<file path="config.mk">
export PLATFORM = sky130hd
export DESIGN_NAME = pmbus_vout_slave
export DESIGN_NICKNAME = d
export VERILOG_FILES = /design/src/hdl/otp_crc_check.v /design/src/hdl/pmbus_vout_slave.v
export VERILOG_INCLUDE_DIRS = /design/src /design/src/shared
export SDC_FILE = /design/constraint.sdc
export NUM_CORES = 1
export LEC_CHECK = 0
export BUFFER_PORTS_ARGS = -buffer_cell sky130_fd_sc_hd__buf_2
export CORE_MARGIN = 10
export CORE_UTILIZATION = 49
export CTS_CLUSTER_DIAMETER = 60
export DETAILED_ROUTE_END_ITERATION = 10
export GPL_TIMING_DRIVEN = 0
export HOLD_SLACK_MARGIN = 0.03
export PLACE_DENSITY = 0.71
export SLEW_MARGIN = 40
export SYNTH_ARGS = -nofsm -noshare
export SYNTH_HDL_FRONTEND = slang
export SYNTH_SLANG_ARGS = --single-unit
</file>
<file path="constraint.sdc">
create_clock -name mclk_i -period 3.5 [get_ports mclk_i]
set_input_delay 0.175 -clock mclk_i [delete_from_list [all_inputs] [get_ports mclk_i]]
set_output_delay 0.175 -clock mclk_i [all_outputs]
set_load 0.1 [all_outputs]
</file>
<file path="src/shared/pmbus_vout_consts.vh">
// Purpose: Shared constants for the bus slave, output setting and OTP check.
// Assumes: A 40 MHz system clock.
// Notes:   Timing counts are derived from the printed times.
`ifndef PMBUS_VOUT_CONSTS_VH
`define PMBUS_VOUT_CONSTS_VH

// ----------------------------------------------------------------
// Timing
// ----------------------------------------------------------------
`define CLK_PERIOD_NS  25
`define T_BUF_NS       4700
`define T_BUF_CYC      ((`T_BUF_NS + `CLK_PERIOD_NS - 1) / `CLK_PERIOD_NS)
`define STRAP_WAIT     2'h3

// ----------------------------------------------------------------
// Addressing and commands
// ----------------------------------------------------------------
`define ADDR_BASE      7'h21
`define ADDR_SEL_MAX   3'h6
`define VOUT_CMD       8'h21
`define VOUT_CODE_5V   8'h04
`define VOUT_CODE_MAX  8'h07

// ----------------------------------------------------------------
// Status field positions and reset values
// ----------------------------------------------------------------
`define CML_BIT        1
`define MFR_OTP_BIT    0
`define STATUS_RST     8'h00

// ----------------------------------------------------------------
// OTP check
// ----------------------------------------------------------------
`define OTP_RETRIES    2'h2
`define OTP_PAGES      4
`define CRC_POLY       8'h07
`define CRC_INIT       8'h00

`endif

</file>
<file path="src/hdl/otp_crc_check.v">
// Purpose: Loads an OTP page, checks its CRC, retries and falls back.
// Assumes: The OTP macro runs on mclk_i; its last byte of a page is the CRC.
// Notes:   A page is good when the CRC over all its bytes comes out zero.
`timescale 1ns/10ps
`include "pmbus_vout_consts.vh"

module otp_crc_check (
    input  wire       mclk_i,
    input  wire       rst_b_i,
    input  wire       start_i,
    input  wire [7:0] otp_data_i,
    input  wire       otp_valid_i,
    input  wire       otp_last_i,
    input  wire [3:0] otp_avail_i,
    output reg        otp_rd_o,
    output reg  [1:0] otp_page_o,
    output reg        done_o,
    output reg        fail_o
);

    localparam [2:0] S_FIND  = 3'h0;
    localparam [2:0] S_REQ   = 3'h1;
    localparam [2:0] S_WAIT  = 3'h2;
    localparam [2:0] S_CHECK = 3'h3;
    localparam [2:0] S_DONE  = 3'h4;
    localparam [2:0] S_FAIL  = 3'h5;

    reg [2:0] state_reg;
    reg [1:0] tries_reg;
    reg [2:0] from_reg;
    reg [7:0] crc_reg;

    // ----------------------------------------------------------------
    // Helpers
    // ----------------------------------------------------------------
    function [7:0] crc_byte;
        input [7:0] crc;
        input [7:0] data;
        integer i;
        reg [7:0] c;
        begin
            c = crc ^ data;
            for (i = 0; i < 8; i = i + 1) begin
                c = c[7] ? ((c << 1) ^ `CRC_POLY) : (c << 1);
            end
            crc_byte = c;
        end
    endfunction

    // Returns {found, index} of the first available page at or above from.
    function [2:0] next_page;
        input [3:0] avail;
        input [2:0] from;
        integer i;
        reg [2:0] r;
        begin
            r = 3'h0;
            for (i = `OTP_PAGES - 1; i >= 0; i = i - 1) begin
                if (avail[i] && (i >= from)) begin
                    r = {1'b1, i[1:0]};
                end
            end
            next_page = r;
        end
    endfunction

    wire [2:0] pick = next_page(otp_avail_i, from_reg);

    // ----------------------------------------------------------------
    // Sequencer
    // ----------------------------------------------------------------
    always @(posedge mclk_i) begin
        if (!rst_b_i) begin
            state_reg  <= S_FIND;
            tries_reg  <= 2'h0;
            from_reg   <= 3'h0;
            crc_reg    <= `CRC_INIT;
            otp_rd_o   <= 1'b0;
            otp_page_o <= 2'h0;
            done_o     <= 1'b0;
            fail_o     <= 1'b0;
        end else begin
            otp_rd_o <= 1'b0;
            if (start_i && (state_reg != S_REQ) && (state_reg != S_WAIT)) begin
                state_reg <= S_FIND;
                from_reg  <= 3'h0;
                done_o    <= 1'b0;
                fail_o    <= 1'b0;
            end else begin
                case (state_reg)
                    S_FIND: begin
                        tries_reg <= 2'h0;
                        if (pick[2]) begin
                            otp_page_o <= pick[1:0];
                            state_reg  <= S_REQ;
                        end else begin
                            fail_o    <= 1'b1;
                            state_reg <= S_FAIL;
                        end
                    end
                    S_REQ: begin
                        otp_rd_o  <= 1'b1;
                        crc_reg   <= `CRC_INIT;
                        state_reg <= S_WAIT;
                    end
                    S_WAIT: begin
                        if (otp_valid_i) begin
                            crc_reg <= crc_byte(crc_reg, otp_data_i);
                            if (otp_last_i) begin
                                state_reg <= S_CHECK;
                            end
                        end
                    end
                    S_CHECK: begin
                        if (crc_reg == 8'h00) begin
                            done_o    <= 1'b1;
                            state_reg <= S_DONE;
                        end else if (tries_reg != `OTP_RETRIES) begin
                            tries_reg <= tries_reg + 2'h1;
                            state_reg <= S_REQ;
                        end else begin
                            from_reg  <= {1'b0, otp_page_o} + 3'h1;
                            state_reg <= S_FIND;
                        end
                    end
                    S_DONE: begin
                        state_reg <= S_DONE;
                    end
                    S_FAIL: begin
                        state_reg <= S_FAIL;
                    end
                    default: begin
                        state_reg <= S_FIND;
                    end
                endcase
            end
        end
    end

endmodule

</file>
<file path="src/hdl/pmbus_vout_slave.v">
// Purpose: Bus slave that sets the output target, plus OTP integrity status.
// Assumes: scl_i and sda_i are the resolved bus levels; strap code is 0..6.
// Notes:   Write-only slave; reads are acknowledged and return all ones.
`timescale 1ns/10ps
`include "pmbus_vout_consts.vh"

module pmbus_vout_slave (
    input  wire        mclk_i,
    input  wire        rst_b_i,
    input  wire        scl_i,
    input  wire        sda_i,
    output reg         sda_o,
    output reg         sda_oe_o,
    input  wire        en_i,
    input  wire        uvlo_ok_i,
    input  wire [2:0]  addr_sel_i,
    input  wire [7:0]  otp_data_i,
    input  wire        otp_valid_i,
    input  wire        otp_last_i,
    input  wire [3:0]  otp_avail_i,
    input  wire        otp_reload_i,
    output wire        otp_rd_o,
    output wire [1:0]  otp_page_o,
    output wire        cfg_ok_o,
    output reg         regulate_o,
    output reg         vout_prog_o,
    output reg  [7:0]  ref_sel_o,
    output reg  [2:0]  div_sel_o,
    output reg         bus_busy_o,
    output reg  [7:0]  status_byte_o,
    output reg  [15:0] status_word_o,
    output reg  [7:0]  status_mfr_o,
    output reg         alert_out_n_o
);

    // ----------------------------------------------------------------
    // States and local constants
    // ----------------------------------------------------------------
    localparam [2:0] ST_IDLE     = 3'h0;
    localparam [2:0] ST_ADDR     = 3'h1;
    localparam [2:0] ST_ACK_ADDR = 3'h2;
    localparam [2:0] ST_REG      = 3'h3;
    localparam [2:0] ST_ACK_REG  = 3'h4;
    localparam [2:0] ST_DATA     = 3'h5;
    localparam [2:0] ST_ACK_DATA = 3'h6;
    localparam [2:0] ST_IGNORE   = 3'h7;

    localparam integer BUF_CYC_FULL = `T_BUF_CYC;
    localparam [7:0]   BUF_CYC      = BUF_CYC_FULL[7:0];

    // ----------------------------------------------------------------
    // Output setting table
    // ----------------------------------------------------------------
    // Returns {divider, reference} for a setting code.
    function [10:0] vout_table;
        input [7:0] code;
        begin
            case (code[2:0])
                3'h0:    vout_table = {3'h0, 8'h50};
                3'h1:    vout_table = {3'h0, 8'h78};
                3'h2:    vout_table = {3'h1, 8'h6E};
                3'h3:    vout_table = {3'h2, 8'h84};
                3'h4:    vout_table = {3'h3, 8'hA0};
                3'h5:    vout_table = {3'h3, 8'hC0};
                3'h6:    vout_table = {3'h4, 8'hB4};
                default: vout_table = {3'h5, 8'hC8};
            endcase
        end
    endfunction

    // ----------------------------------------------------------------
    // Declarations
    // ----------------------------------------------------------------
    reg        scl_m_reg;
    reg        scl_s_reg;
    reg        scl_d_reg;
    reg        sda_m_reg;
    reg        sda_s_reg;
    reg        sda_d_reg;
    reg        en_m_reg;
    reg        en_s_reg;
    reg        uv_m_reg;
    reg        uv_s_reg;
    reg  [2:0] sel_m_reg;
    reg  [2:0] sel_s_reg;
    reg  [1:0] strap_cnt_reg;
    reg        strap_done_reg;
    reg  [6:0] own_addr_reg;
    reg  [2:0] state_reg;
    reg  [3:0] bit_cnt_reg;
    reg  [7:0] shift_reg;
    reg  [7:0] reg_addr_reg;
    reg        rd_reg;
    reg  [7:0] free_cnt_reg;
    reg        otp_start_reg;
    wire       otp_done;
    wire       otp_fail;
    wire [2:0] sel_clamp;
    wire [10:0] tt_def;
    wire [10:0] tt_new;

    // ----------------------------------------------------------------
    // Pin synchronisers and bus events
    // ----------------------------------------------------------------
    // At 3.4 MHz the SCL high phase is only a few clocks long; the
    // three-stage path leaves enough margin but a slower core would not.
    always @(posedge mclk_i) begin
        if (!rst_b_i) begin
            scl_m_reg <= 1'b1;
            scl_s_reg <= 1'b1;
            scl_d_reg <= 1'b1;
            sda_m_reg <= 1'b1;
            sda_s_reg <= 1'b1;
            sda_d_reg <= 1'b1;
            en_m_reg  <= 1'b0;
            en_s_reg  <= 1'b0;
            uv_m_reg  <= 1'b0;
            uv_s_reg  <= 1'b0;
            sel_m_reg <= 3'h0;
            sel_s_reg <= 3'h0;
        end else begin
            scl_m_reg <= scl_i;
            scl_s_reg <= scl_m_reg;
            scl_d_reg <= scl_s_reg;
            sda_m_reg <= sda_i;
            sda_s_reg <= sda_m_reg;
            sda_d_reg <= sda_s_reg;
            en_m_reg  <= en_i;
            en_s_reg  <= en_m_reg;
            uv_m_reg  <= uvlo_ok_i;
            uv_s_reg  <= uv_m_reg;
            sel_m_reg <= addr_sel_i;
            sel_s_reg <= sel_m_reg;
        end
    end

    wire scl_rise = scl_s_reg & ~scl_d_reg;
    wire scl_fall = ~scl_s_reg & scl_d_reg;
    wire start_det = scl_s_reg & scl_d_reg & sda_d_reg & ~sda_s_reg;
    wire stop_det = scl_s_reg & scl_d_reg & ~sda_d_reg & sda_s_reg;

    // ----------------------------------------------------------------
    // Address strap
    // ----------------------------------------------------------------
    // The strap is caught once, a few clocks after reset release, so the
    // synchroniser has settled; later changes on the pin are ignored.
    assign sel_clamp = (sel_s_reg > `ADDR_SEL_MAX) ? `ADDR_SEL_MAX : sel_s_reg;

    always @(posedge mclk_i) begin
        if (!rst_b_i) begin
            strap_cnt_reg  <= 2'h0;
            strap_done_reg <= 1'b0;
            own_addr_reg   <= `ADDR_BASE;
        end else if (!strap_done_reg) begin
            if (strap_cnt_reg == `STRAP_WAIT) begin
                own_addr_reg   <= `ADDR_BASE + {4'h0, sel_clamp};
                strap_done_reg <= 1'b1;
            end else begin
                strap_cnt_reg <= strap_cnt_reg + 2'h1;
            end
        end
    end

    // ----------------------------------------------------------------
    // Bus busy tracking
    // ----------------------------------------------------------------
    always @(posedge mclk_i) begin
        if (!rst_b_i) begin
            bus_busy_o   <= 1'b0;
            free_cnt_reg <= 8'h00;
        end else if (start_det) begin
            bus_busy_o   <= 1'b1;
            free_cnt_reg <= 8'h00;
        end else if (stop_det) begin
            free_cnt_reg <= BUF_CYC;
        end else if (free_cnt_reg != 8'h00) begin
            free_cnt_reg <= free_cnt_reg - 8'h01;
            if (free_cnt_reg == 8'h01) begin
                bus_busy_o <= 1'b0;
            end
        end
    end

    // ----------------------------------------------------------------
    // Slave byte engine
    // ----------------------------------------------------------------
    // Bytes are sampled on SCL rising and acted on at the falling edge
    // after the eighth bit, so SDA only ever changes while SCL is low.
    assign tt_new = vout_table(shift_reg);
    assign tt_def = vout_table(`VOUT_CODE_5V);

    always @(posedge mclk_i) begin
        if (!rst_b_i) begin
            state_reg     <= ST_IDLE;
            bit_cnt_reg   <= 4'h0;
            shift_reg     <= 8'h00;
            reg_addr_reg  <= 8'h00;
            rd_reg        <= 1'b0;
            sda_o         <= 1'b0;
            sda_oe_o      <= 1'b0;
            vout_prog_o   <= 1'b0;
            ref_sel_o     <= tt_def[7:0];
            div_sel_o     <= tt_def[10:8];
        end else if (start_det) begin
            state_reg   <= ST_ADDR;
            bit_cnt_reg <= 4'h0;
            sda_oe_o    <= 1'b0;
        end else if (stop_det) begin
            state_reg   <= ST_IDLE;
            bit_cnt_reg <= 4'h0;
            sda_oe_o    <= 1'b0;
        end else begin
            case (state_reg)
                ST_ADDR, ST_REG, ST_DATA: begin
                    if (scl_rise) begin
                        shift_reg   <= {shift_reg[6:0], sda_s_reg};
                        bit_cnt_reg <= bit_cnt_reg + 4'h1;
                    end else if (scl_fall && (bit_cnt_reg == 4'h8)) begin
                        bit_cnt_reg <= 4'h0;
                        if (state_reg == ST_ADDR) begin
                            if (shift_reg[7:1] == own_addr_reg) begin
                                rd_reg    <= shift_reg[0];
                                sda_oe_o  <= 1'b1;
                                state_reg <= ST_ACK_ADDR;
                            end else begin
                                state_reg <= ST_IGNORE;
                            end
                        end else if (state_reg == ST_REG) begin
                            reg_addr_reg <= shift_reg;
                            sda_oe_o     <= 1'b1;
                            state_reg    <= ST_ACK_REG;
                        end else begin
                            sda_oe_o  <= 1'b1;
                            state_reg <= ST_ACK_DATA;
                            if ((reg_addr_reg == `VOUT_CMD) &&
                                (shift_reg <= `VOUT_CODE_MAX)) begin
                                vout_prog_o   <= 1'b1;
                                ref_sel_o     <= tt_new[7:0];
                                div_sel_o     <= tt_new[10:8];
                            end
                        end
                    end
                end
                ST_ACK_ADDR, ST_ACK_REG, ST_ACK_DATA: begin
                    if (scl_fall) begin
                        sda_oe_o <= 1'b0;
                        if (state_reg == ST_ACK_ADDR) begin
                            state_reg <= rd_reg ? ST_IGNORE : ST_REG;
                        end else begin
                            state_reg <= ST_DATA;
                        end
                    end
                end
                ST_IGNORE: begin
                    sda_oe_o <= 1'b0;
                end
                ST_IDLE: begin
                    sda_oe_o <= 1'b0;
                end
                default: begin
                    state_reg <= ST_IDLE;
                end
            endcase
        end
    end

    // ----------------------------------------------------------------
    // Power stage enable
    // ----------------------------------------------------------------
    // The target itself stays at the reset default until a write lands,
    // so enabling before any write comes up at the default output.
    always @(posedge mclk_i) begin
        if (!rst_b_i) begin
            regulate_o <= 1'b0;
        end else begin
            regulate_o <= en_s_reg & uv_s_reg;
        end
    end

    // ----------------------------------------------------------------
    // OTP load and integrity status
    // ----------------------------------------------------------------
    always @(posedge mclk_i) begin
        if (!rst_b_i) begin
            otp_start_reg <= 1'b0;
        end else begin
            otp_start_reg <= otp_reload_i;
        end
    end

    otp_crc_check u_otp (
        .mclk_i      (mclk_i),
        .rst_b_i     (rst_b_i),
        .start_i     (otp_start_reg),
        .otp_data_i  (otp_data_i),
        .otp_valid_i (otp_valid_i),
        .otp_last_i  (otp_last_i),
        .otp_avail_i (otp_avail_i),
        .otp_rd_o    (otp_rd_o),
        .otp_page_o  (otp_page_o),
        .done_o      (otp_done),
        .fail_o      (otp_fail)
    );

    assign cfg_ok_o = otp_done;

    // Status bits are sticky; nothing in this block clears them, so a
    // failed load is only forgotten by a reset.
    always @(posedge mclk_i) begin
        if (!rst_b_i) begin
            status_byte_o <= `STATUS_RST;
            status_word_o <= {`STATUS_RST, `STATUS_RST};
            status_mfr_o  <= `STATUS_RST;
            alert_out_n_o <= 1'b1;
        end else if (otp_fail) begin
            status_byte_o[`CML_BIT] <= 1'b1;
            status_word_o[`CML_BIT] <= 1'b1;
            status_mfr_o[`MFR_OTP_BIT] <= 1'b1;
            alert_out_n_o <= 1'b0;
        end
    end

endmodule

</file>
==> results of run 1 <==
[cells in the final DEF, fill, tap and decap left out, drive strengths merged, types with 8 or more instances in the layout]
cell / n
xor2: 15
dfxtp: 93
a21boi: 11
clkbuf: 21
ha: 8
xnor2: 21
o21ai: 11
and2: 18
conb: 31
nor2: 33
nand2: 36
buf: 88
inv: 15
dlygate4sd3: 8
a21oi: 21
nor2b: 28
mux2i: 27
nand2b: 13
[power by group through the flow]
stage	clock network [uW]	registers [uW]	logic, uW
global placement	0	1300	1080
CTS	683	1280	1110
finish	662	1280	1110
floorplan	0	1370	850
global route	731	1300	1230
detailed placement	0	1300	1100
[metal layers]
metal,track usage,up-vias,wire (um)
li1,-,1763,-
met1,0.167,1576,4100
met2,0.240,56,4470
met3,0.0393,10,428
met4,0.0575,0,138
met5,0,-,0
[cells in the mapped netlist, drive strengths merged (3+ instances only)]
cell	n
dfxtp	93
buf	43
nand2	36
nor2	33
nor2b	28
mux2i	27
a21oi	21
xnor2	21
and2	18
xor2	15
inv	14
nand2b	13
a21boi	11
o21ai	11
clkbuf	10
ha	8
a31oi	6
nand3b	6
nor3	6
o211a	6
and3	5
nand3	5
nand4b	4
nor4	4
a211oi	3
a22oi	3
nand4	3
nor4b	3
or3	3
xnor3	3
[worst paths after layout]
| path | from | slack (ns) | cells past startpoint | to |
|---|---|---|---|---|
| min reg2reg | sda_m_reg$_SDFF_PN1_ | 0.42 | 1 | sda_s_reg$_SDFF_PN1_ |
| max reg2reg | bit_cnt_reg[0]$_SDFFE_PP0P_ | 1.54 | 8 | ref_sel_o[7]$_SDFFE_PN1P_ |
| min | otp_last_i | 0.29 | 4 | u_otp.state_reg[2]$_SDFFE_PP0P_ |
| max | bit_cnt_reg[0]$_SDFFE_PP0P_ | 1.54 | 8 | ref_sel_o[7]$_SDFFE_PN1P_ |
[stage by stage]
| step | hold slack [ns] | setup WS (ns) |
|---|---|---|
| 5_1_grt | 0.333 | 1.40 |
| 3_5_place_dp | 0.360 | 1.55 |
| 6_report | 0.294 | 1.54 |
| 2_1_floorplan | 0.276 | 1.84 |
| 3_3_place_gp | 0.358 | 1.58 |
| 4_1_cts | 0.277 | 1.53 |
[layout make-up]
cell class / instances / share of cell area
plain buffers: 53 / 0.0657
clock buffers: 11 / 0.0290
well taps: 108 / 0.0259
flip-flops and latches: 93 / 0.357
multi-input cells: 353 / 0.448
clock inverters: 5 / 0.00647
repair buffers: 53 / 0.0585
inverters: 14 / 0.0101
[critical path: cells and delay by family, from the launching register on]
kind,cells,cell delay (ns)
fa+ha+maj,1,0.13
mux,1,0.20
simple gates,4,0.86
buf+inv,2,0.30
flops,1,0.35
[kinds of logic (layout without fill, tap and decap cells)]
| kind of cell | after synthesis | in the layout | share of synthesized area |
|---|---|---|---|
| other | 1 | 31 | 0.000837 |
| buffers and inverters | 67 | 136 | 0.0882 |
| multiplexers | 28 | 28 | 0.0628 |
| adder cells (fa/ha/maj) | 8 | 8 | 0.0223 |
| AND/OR/NAND/NOR | 171 | 171 | 0.209 |
| XOR/XNOR | 39 | 39 | 0.0871 |
| AO/OA/AOI/OAI | 76 | 76 | 0.114 |
| flip-flops | 93 | 93 | 0.415 |
[what timing repair did]
action,4_1_cts,5_1_grt
hold buffers,8,0
gates resized for setup,0,0
hold endpoints to repair,8,0
==> results.md, run 1 <==
* Clock latency on the worst-skew pair at roughly 0.35 ns
* Fmax at just over 500 MHz
* Fin cells at 690
* ANT nets after route at 0
* Clock tree from TritonCTS: done
* Post-synth ARST share at 0
* Sw Ratio at 0.382
* Number of library cell types mapped by synthesis at 54
* Maximum vdd drop at around 400 uV
* Placer Congestion at between 0.8 and 0.9
* Setup Viol. Count Final at 0
* Synthesis-to-layout area growth at 16.5%
* # IOs at between 70 and 80
* Area after DPL at 4950 sq um
* Sw power at 1170 uW
* Number of hold violations in the final report at 0
* DRT Pass-1 Iters at 4
* Measured slew at the worst slew-check pin at around 0.60 ns
* Area occupied by multi-input gates at approximately 2300 sq um
* Max-slew headroom at 0.597
* H-tree Lvls at 3
* Setup TNS at 0 ns
* Fillers at 815
* Slew Viols, Final at 0
* Largest net degree at the start of global routing at 16
* Vias/cell at around 5
* Mapped Cells at 483
* Part of the power in registers at 0.419
* Num CTS Buffers at 9
* Total grt overflow at 0
* CP Capture Type: flip-flop
* Register area share after synthesis at 0.415
* WL/cell at between 10 and 15 um
* Leak at around 0.0023 uW
* Vias in the first global route at around 3400
* Clk network pwr share at 0.217
* Iter 0 DRT Violations at about 110
* Skew final at roughly 0.0095 ns
* Post-Place Cells at 666
* Synth area leader: dfxtp_1
* Crit start category: flip-flop
* Deepest clock path buffer count at 2
* Mapped Area at about 4500 sq um
* Max incr delay on CP at around 0.38 ns
* HP Class: in -> reg
* Max Cap Violations at 0
* Row count at 34
* Clock sink count at 93
* Hpwl dp at 7120 um
* Routed WL at 9140 um
* Combinational fraction of design power at 0.365
* Largest cells by area after synthesis: dfxtp_1 42%, mux2i_1 6.0%, buf_4 5.7%, nor2b_1 3.9%, xnor2_1 3.9%
* Slowest CP cell: nor3_4
* Post-CTS Setup Bufs at 0
* # DRC at 0
* Yosys top cell area share at 0.415
* Critical path cell sequence: inv_1, ha_1, and3b_1, nand3_2, nor3_4, buf_6, mux2i_1, nand2_1
* Yosys warns at 0
* Die H at 116 um
* Die Wd at 116 um
* Post-Route Utilization at 0.593
* Mapped Avg Cell Area at around 9.3 sq um
* Clock slew at reported path FFs at 0.08 ns
* Crit Path Max Fanout at 10
* CTS Root Cell: clkbuf_8
* Post-synth EDFFs at 0
* Initial antenna violation count at 0
* Share of cells above drive strength 1 at 0.189
* Reg area at ~1900 sq um
* IO buf count at 45
* Core Box Area at ~8800 sq um
* GRT Total Usage at 0.142
* #FFs+latches synth at 93
* Routed vias at roughly 3400
* RSZ-0062 raised after global routing: false
* Initial Utilization at 0.509
* Tcrit/Tclk final at 0.560
* Internal Power at around 1900 uW
* Die Area at 13400 sq um
* Tot Pwr at just over 3000 uW
* Pwr Density at between 500 and 600 nW/um^2
* Main synth FF type: dfxtp_1
* ANT cells at 0
* Final Net Count at about 610
* First-pass GRT wire length at between 15000 and 20000 um
* Crit path kind: reg -> reg
* Critical Path RT at about 3.7 ns
* Status: finished clean
* Final Instance Area at approximately 5200 sq um
* Worst EP arrival at roughly 2.2 ns
* Tmin final at 1.96 ns
No activity file was read; power rests on OpenSTA's default activity.
==> inputs of run 2 (changes only) <==
Settings changed: PLACE_DENSITY 0.71 to 0.74.
Clock period 3.5 ns to 1.61 ns, I/O delays scaled along.
==> run 2 against run 1 <==
  * The run now ends with setup timing left
  * Global-route usage grew 0.44 points
  * Wire length increased by 8.4%
  * Largest power group unchanged
  * Cell count up 1.3%
  * Critical path type unchanged
  * Clock power grew to 2.6 times the previous value
  * Critical endpoint unchanged
  * Largest cell class unchanged
  * Critical path depth is the same
==> results.md, run 2 (synthesized netlist as in run 1, its figures left out) <==
* Status: complete, but fails checks (was finished clean)
* Failing checks: setup timing
* R2R Setup Slk at -0.08 ns (was 1.54 ns)
* Clock tree from TritonCTS: done (unchanged)
* Tmin final at 1.69 ns (was 1.96 ns)
* # DRC at 0 (unchanged)
* Clock latency on the worst-skew pair at 0.35 ns (about the same)
* Combinational fraction of design power at 0.367 (was 0.365)
* Slew Viols, Final at 0 (unchanged)
* Pwr Density at 1310 nW/um^2 (was 585 nW/um^2)
* R2R depth at 8 (unchanged)
* Row count at 34 (unchanged)
* Crit path kind: reg -> reg (unchanged)
* Sw Ratio at 0.374 (was 0.382)
* Skew final at 0.00934 ns (was 0.00948 ns)
* Setup Viol. Count Final at 5 (was 0)
* ANT cells at 0 (unchanged)
* Clock sink count at 93 (unchanged)
* Area after DPL at 4950 sq um (unchanged)
* Tot Pwr at 7250 uW (was 3050 uW)
* CTS Root Cell: clkbuf_8 (unchanged)
* Hold EP: u_otp.fail_o$_SDFFE_PP0P_ (was u_otp.state_reg[2]$_SDFFE_PP0P_)
* Fmax at 590 MHz (was 510 MHz)
* Internal Power at 4540 uW (was 1890 uW)
* Final Hold Slack at 0.146 ns (was 0.294 ns)
* Die H at 116 um (unchanged)
* Num CTS Buffers at 9 (unchanged)
* Crit start category: flip-flop (unchanged)
* Placer Congestion at 0.859 (was 0.831)
* Deepest clock path buffer count at 2 (unchanged)
* Final Instance Area at 5550 sq um (was 5220 sq um)
* Pre-CTS WS at -0.343 ns (was 1.55 ns)
* Fillers at 764 (was 815)
* GRT Total Usage at 0.146 (was 0.142)
* Setup TNS at -0.249 ns (was 0 ns)
* FF-to-FF End: ref_sel_o[7]$_SDFFE_PN1P_ (unchanged)
* Vias in the first global route at 3545 (was 3358)
* Clock slew at reported path FFs at 0.09 ns (was 0.08 ns)
* Routed WL at 9900 um (was 9140 um)
* Crit Path Max Fanout at 5 (was 10)
* H-tree Lvls at 3 (unchanged)
* Routed vias at 3471 (was 3405)
* Hpwl dp at 7250 um (was 7120 um)
* Hold path depth at 3 (was 4)
* Vias/cell at 4.97 (was 4.93)
* RSZ-0062 raised after global routing: true (was false)
* WL/cell at 14.2 um (was 13.2 um)
* CP Capture Type: flip-flop (unchanged)
* # IOs at 77 (unchanged)
* HP Class: in -> reg (unchanged)
* Worst EP arrival at 1.92 ns (was 2.18 ns)
* DRT Pass-1 Iters at 4 (unchanged)
* Core Box Area at 8810 sq um (unchanged)
* Largest net degree at the start of global routing at 16 (unchanged)
* IO buf count at 45 (unchanged)
* Number of hold violations in the final report at 0 (unchanged)
* Tcrit/Tclk final at 1.05 (was 0.560)
* Sw power at 2710 uW (was 1170 uW)
* Die Wd at 116 um (unchanged)
* ANT nets after route at 0 (unchanged)
* Iter 0 DRT Violations at 154 (was 105)
* Share of cells above drive strength 1 at 0.271 (was 0.189)
* Total grt overflow at 0 (unchanged)
* Initial Utilization at 0.509 (unchanged)
* First-pass GRT wire length at 16200 um (was 15500 um)
* Hold_sp: rst_b_i (was otp_last_i)
* Commonest non-fill, non-tap cells in the layout: 82 x dfxtp_1, 48 x buf_2, 45 x buf_4, 35 x nand2_1, 32 x nor2_1 (was 93 x dfxtp_1, 52 x buf_2, 36 x nand2_1, 34 x buf_4, 33 x nor2_1)
* Most common cell after layout, fill and taps aside: dfxtp_1 (unchanged)
* Clk network pwr share at 0.238 (was 0.217)
* Synthesis-to-layout area growth at 23.8% (was 16.5%)
* Final WS setup at -0.0846 ns (was 1.54 ns)
* Leak at 0.00240 uW (was 0.00228 uW)
* Die Area at 13400 sq um (unchanged)
* Final Net Count at 618 (was 609)
* Maximum vdd drop at 1120 uV (was 391 uV)
* Reg2Reg Launch Point: bit_cnt_reg[1]$_SDFFE_PP0P_ (was bit_cnt_reg[0]$_SDFFE_PP0P_)
* Critical Path RT at 1.83 ns (was 3.72 ns)
* Initial antenna violation count at 0 (unchanged)
* Max Cap Violations at 0 (unchanged)
* Part of the power in registers at 0.394 (was 0.419)
run 2: changes by cell type in the layout (fill, tap and decap cells not counted), moves of 4 or more:
cell     before  now
buf_4        34   45
dfxtp_2       0   11
dfxtp_1      93   82
buf_2        52   48
nor4_1        4    0
run 2: power by group through the flow:
stage	registers [uW]	logic, uW	clock network [uW]
3_5_place_dp	2820	2410	0
5_1_grt	2900	2890	1870
2_1_floorplan	2990	1850	0
4_1_cts	2810	2510	1780
3_3_place_gp	2810	2330	0
6_report	2860	2660	1730
run 2: metrics by stage:
| stage | utilization | instances |
|---|---|---|
| floorplan | - | 513 |
| global placement | 0.563 | 666 |
| detailed placement | 0.563 | 666 |
| CTS | 0.618 | 697 |
| global route | 0.630 | 699 |
| finish | 0.630 | 699 |
run 2: metal layers:
metal	vias to the layer above	track usage	part of all wire
met3	8	0.0403	0.052
met1	1602	0.170	0.43
met4	0	0.0367	0.0092
met2	84	0.261	0.50
li1	1777	-	-
met5	-	0	0
run 2: worst max-delay path: stages, from the launching register on:
cell	delay (ns)
dfxtp_2	0.33
inv_2	0.06
ha_4	0.12
and3b_2	0.24
nand3_4	0.11
nor3_4	0.25
buf_6	0.18
mux2i_2	0.21
nand2_1	0.07
run 2: how the worst max path moves through the flow:
stage / from / to / slack, ns / cells after the start
2_1_floorplan: u_otp.otp_page_o[1]$_SDFFE_PN0P_ / u_otp.from_reg[1]$_SDFFE_PP0P_ / 0.006 / 3
3_3_place_gp: state_reg[2]$_SDFFE_PP0P_ / div_sel_o[0]$_SDFFE_PN1P_ / -0.29 / 6
3_5_place_dp: state_reg[2]$_SDFFE_PP0P_ / ref_sel_o[7]$_SDFFE_PN1P_ / -0.34 / 6
4_1_cts: bit_cnt_reg[1]$_SDFFE_PP0P_ / ref_sel_o[7]$_SDFFE_PN1P_ / -0.03 / 8
5_1_grt: bit_cnt_reg[0]$_SDFFE_PP0P_ / ref_sel_o[7]$_SDFFE_PN1P_ / -0.19 / 8
6_report: bit_cnt_reg[1]$_SDFFE_PP0P_ / ref_sel_o[7]$_SDFFE_PN1P_ / -0.08 / 8
run 2: cell type report:
| cell class | count | area [sq um] | area share |
|---|---|---|---|
| multi-input cells | 353 | 2520 | 0.455 |
| flip-flops and latches | 93 | 1880 | 0.338 |
| repair buffers | 65 | 393 | 0.0708 |
| plain buffers | 50 | 344 | 0.0620 |
| clock buffers | 11 | 141 | 0.0255 |
| well taps | 108 | 135 | 0.0243 |
| clock inverters | 5 | 83.8 | 0.0151 |
| inverters | 14 | 52.6 | 0.00947 |
run 2: timing repair:
action,CTS,global route
endpoints found under the setup margin,33,41
setup buffers,7,4
pin swaps,5,5
hold endpoints to repair,8,0
hold buffers,8,0
resized for setup,31,24
gates cloned,1,0
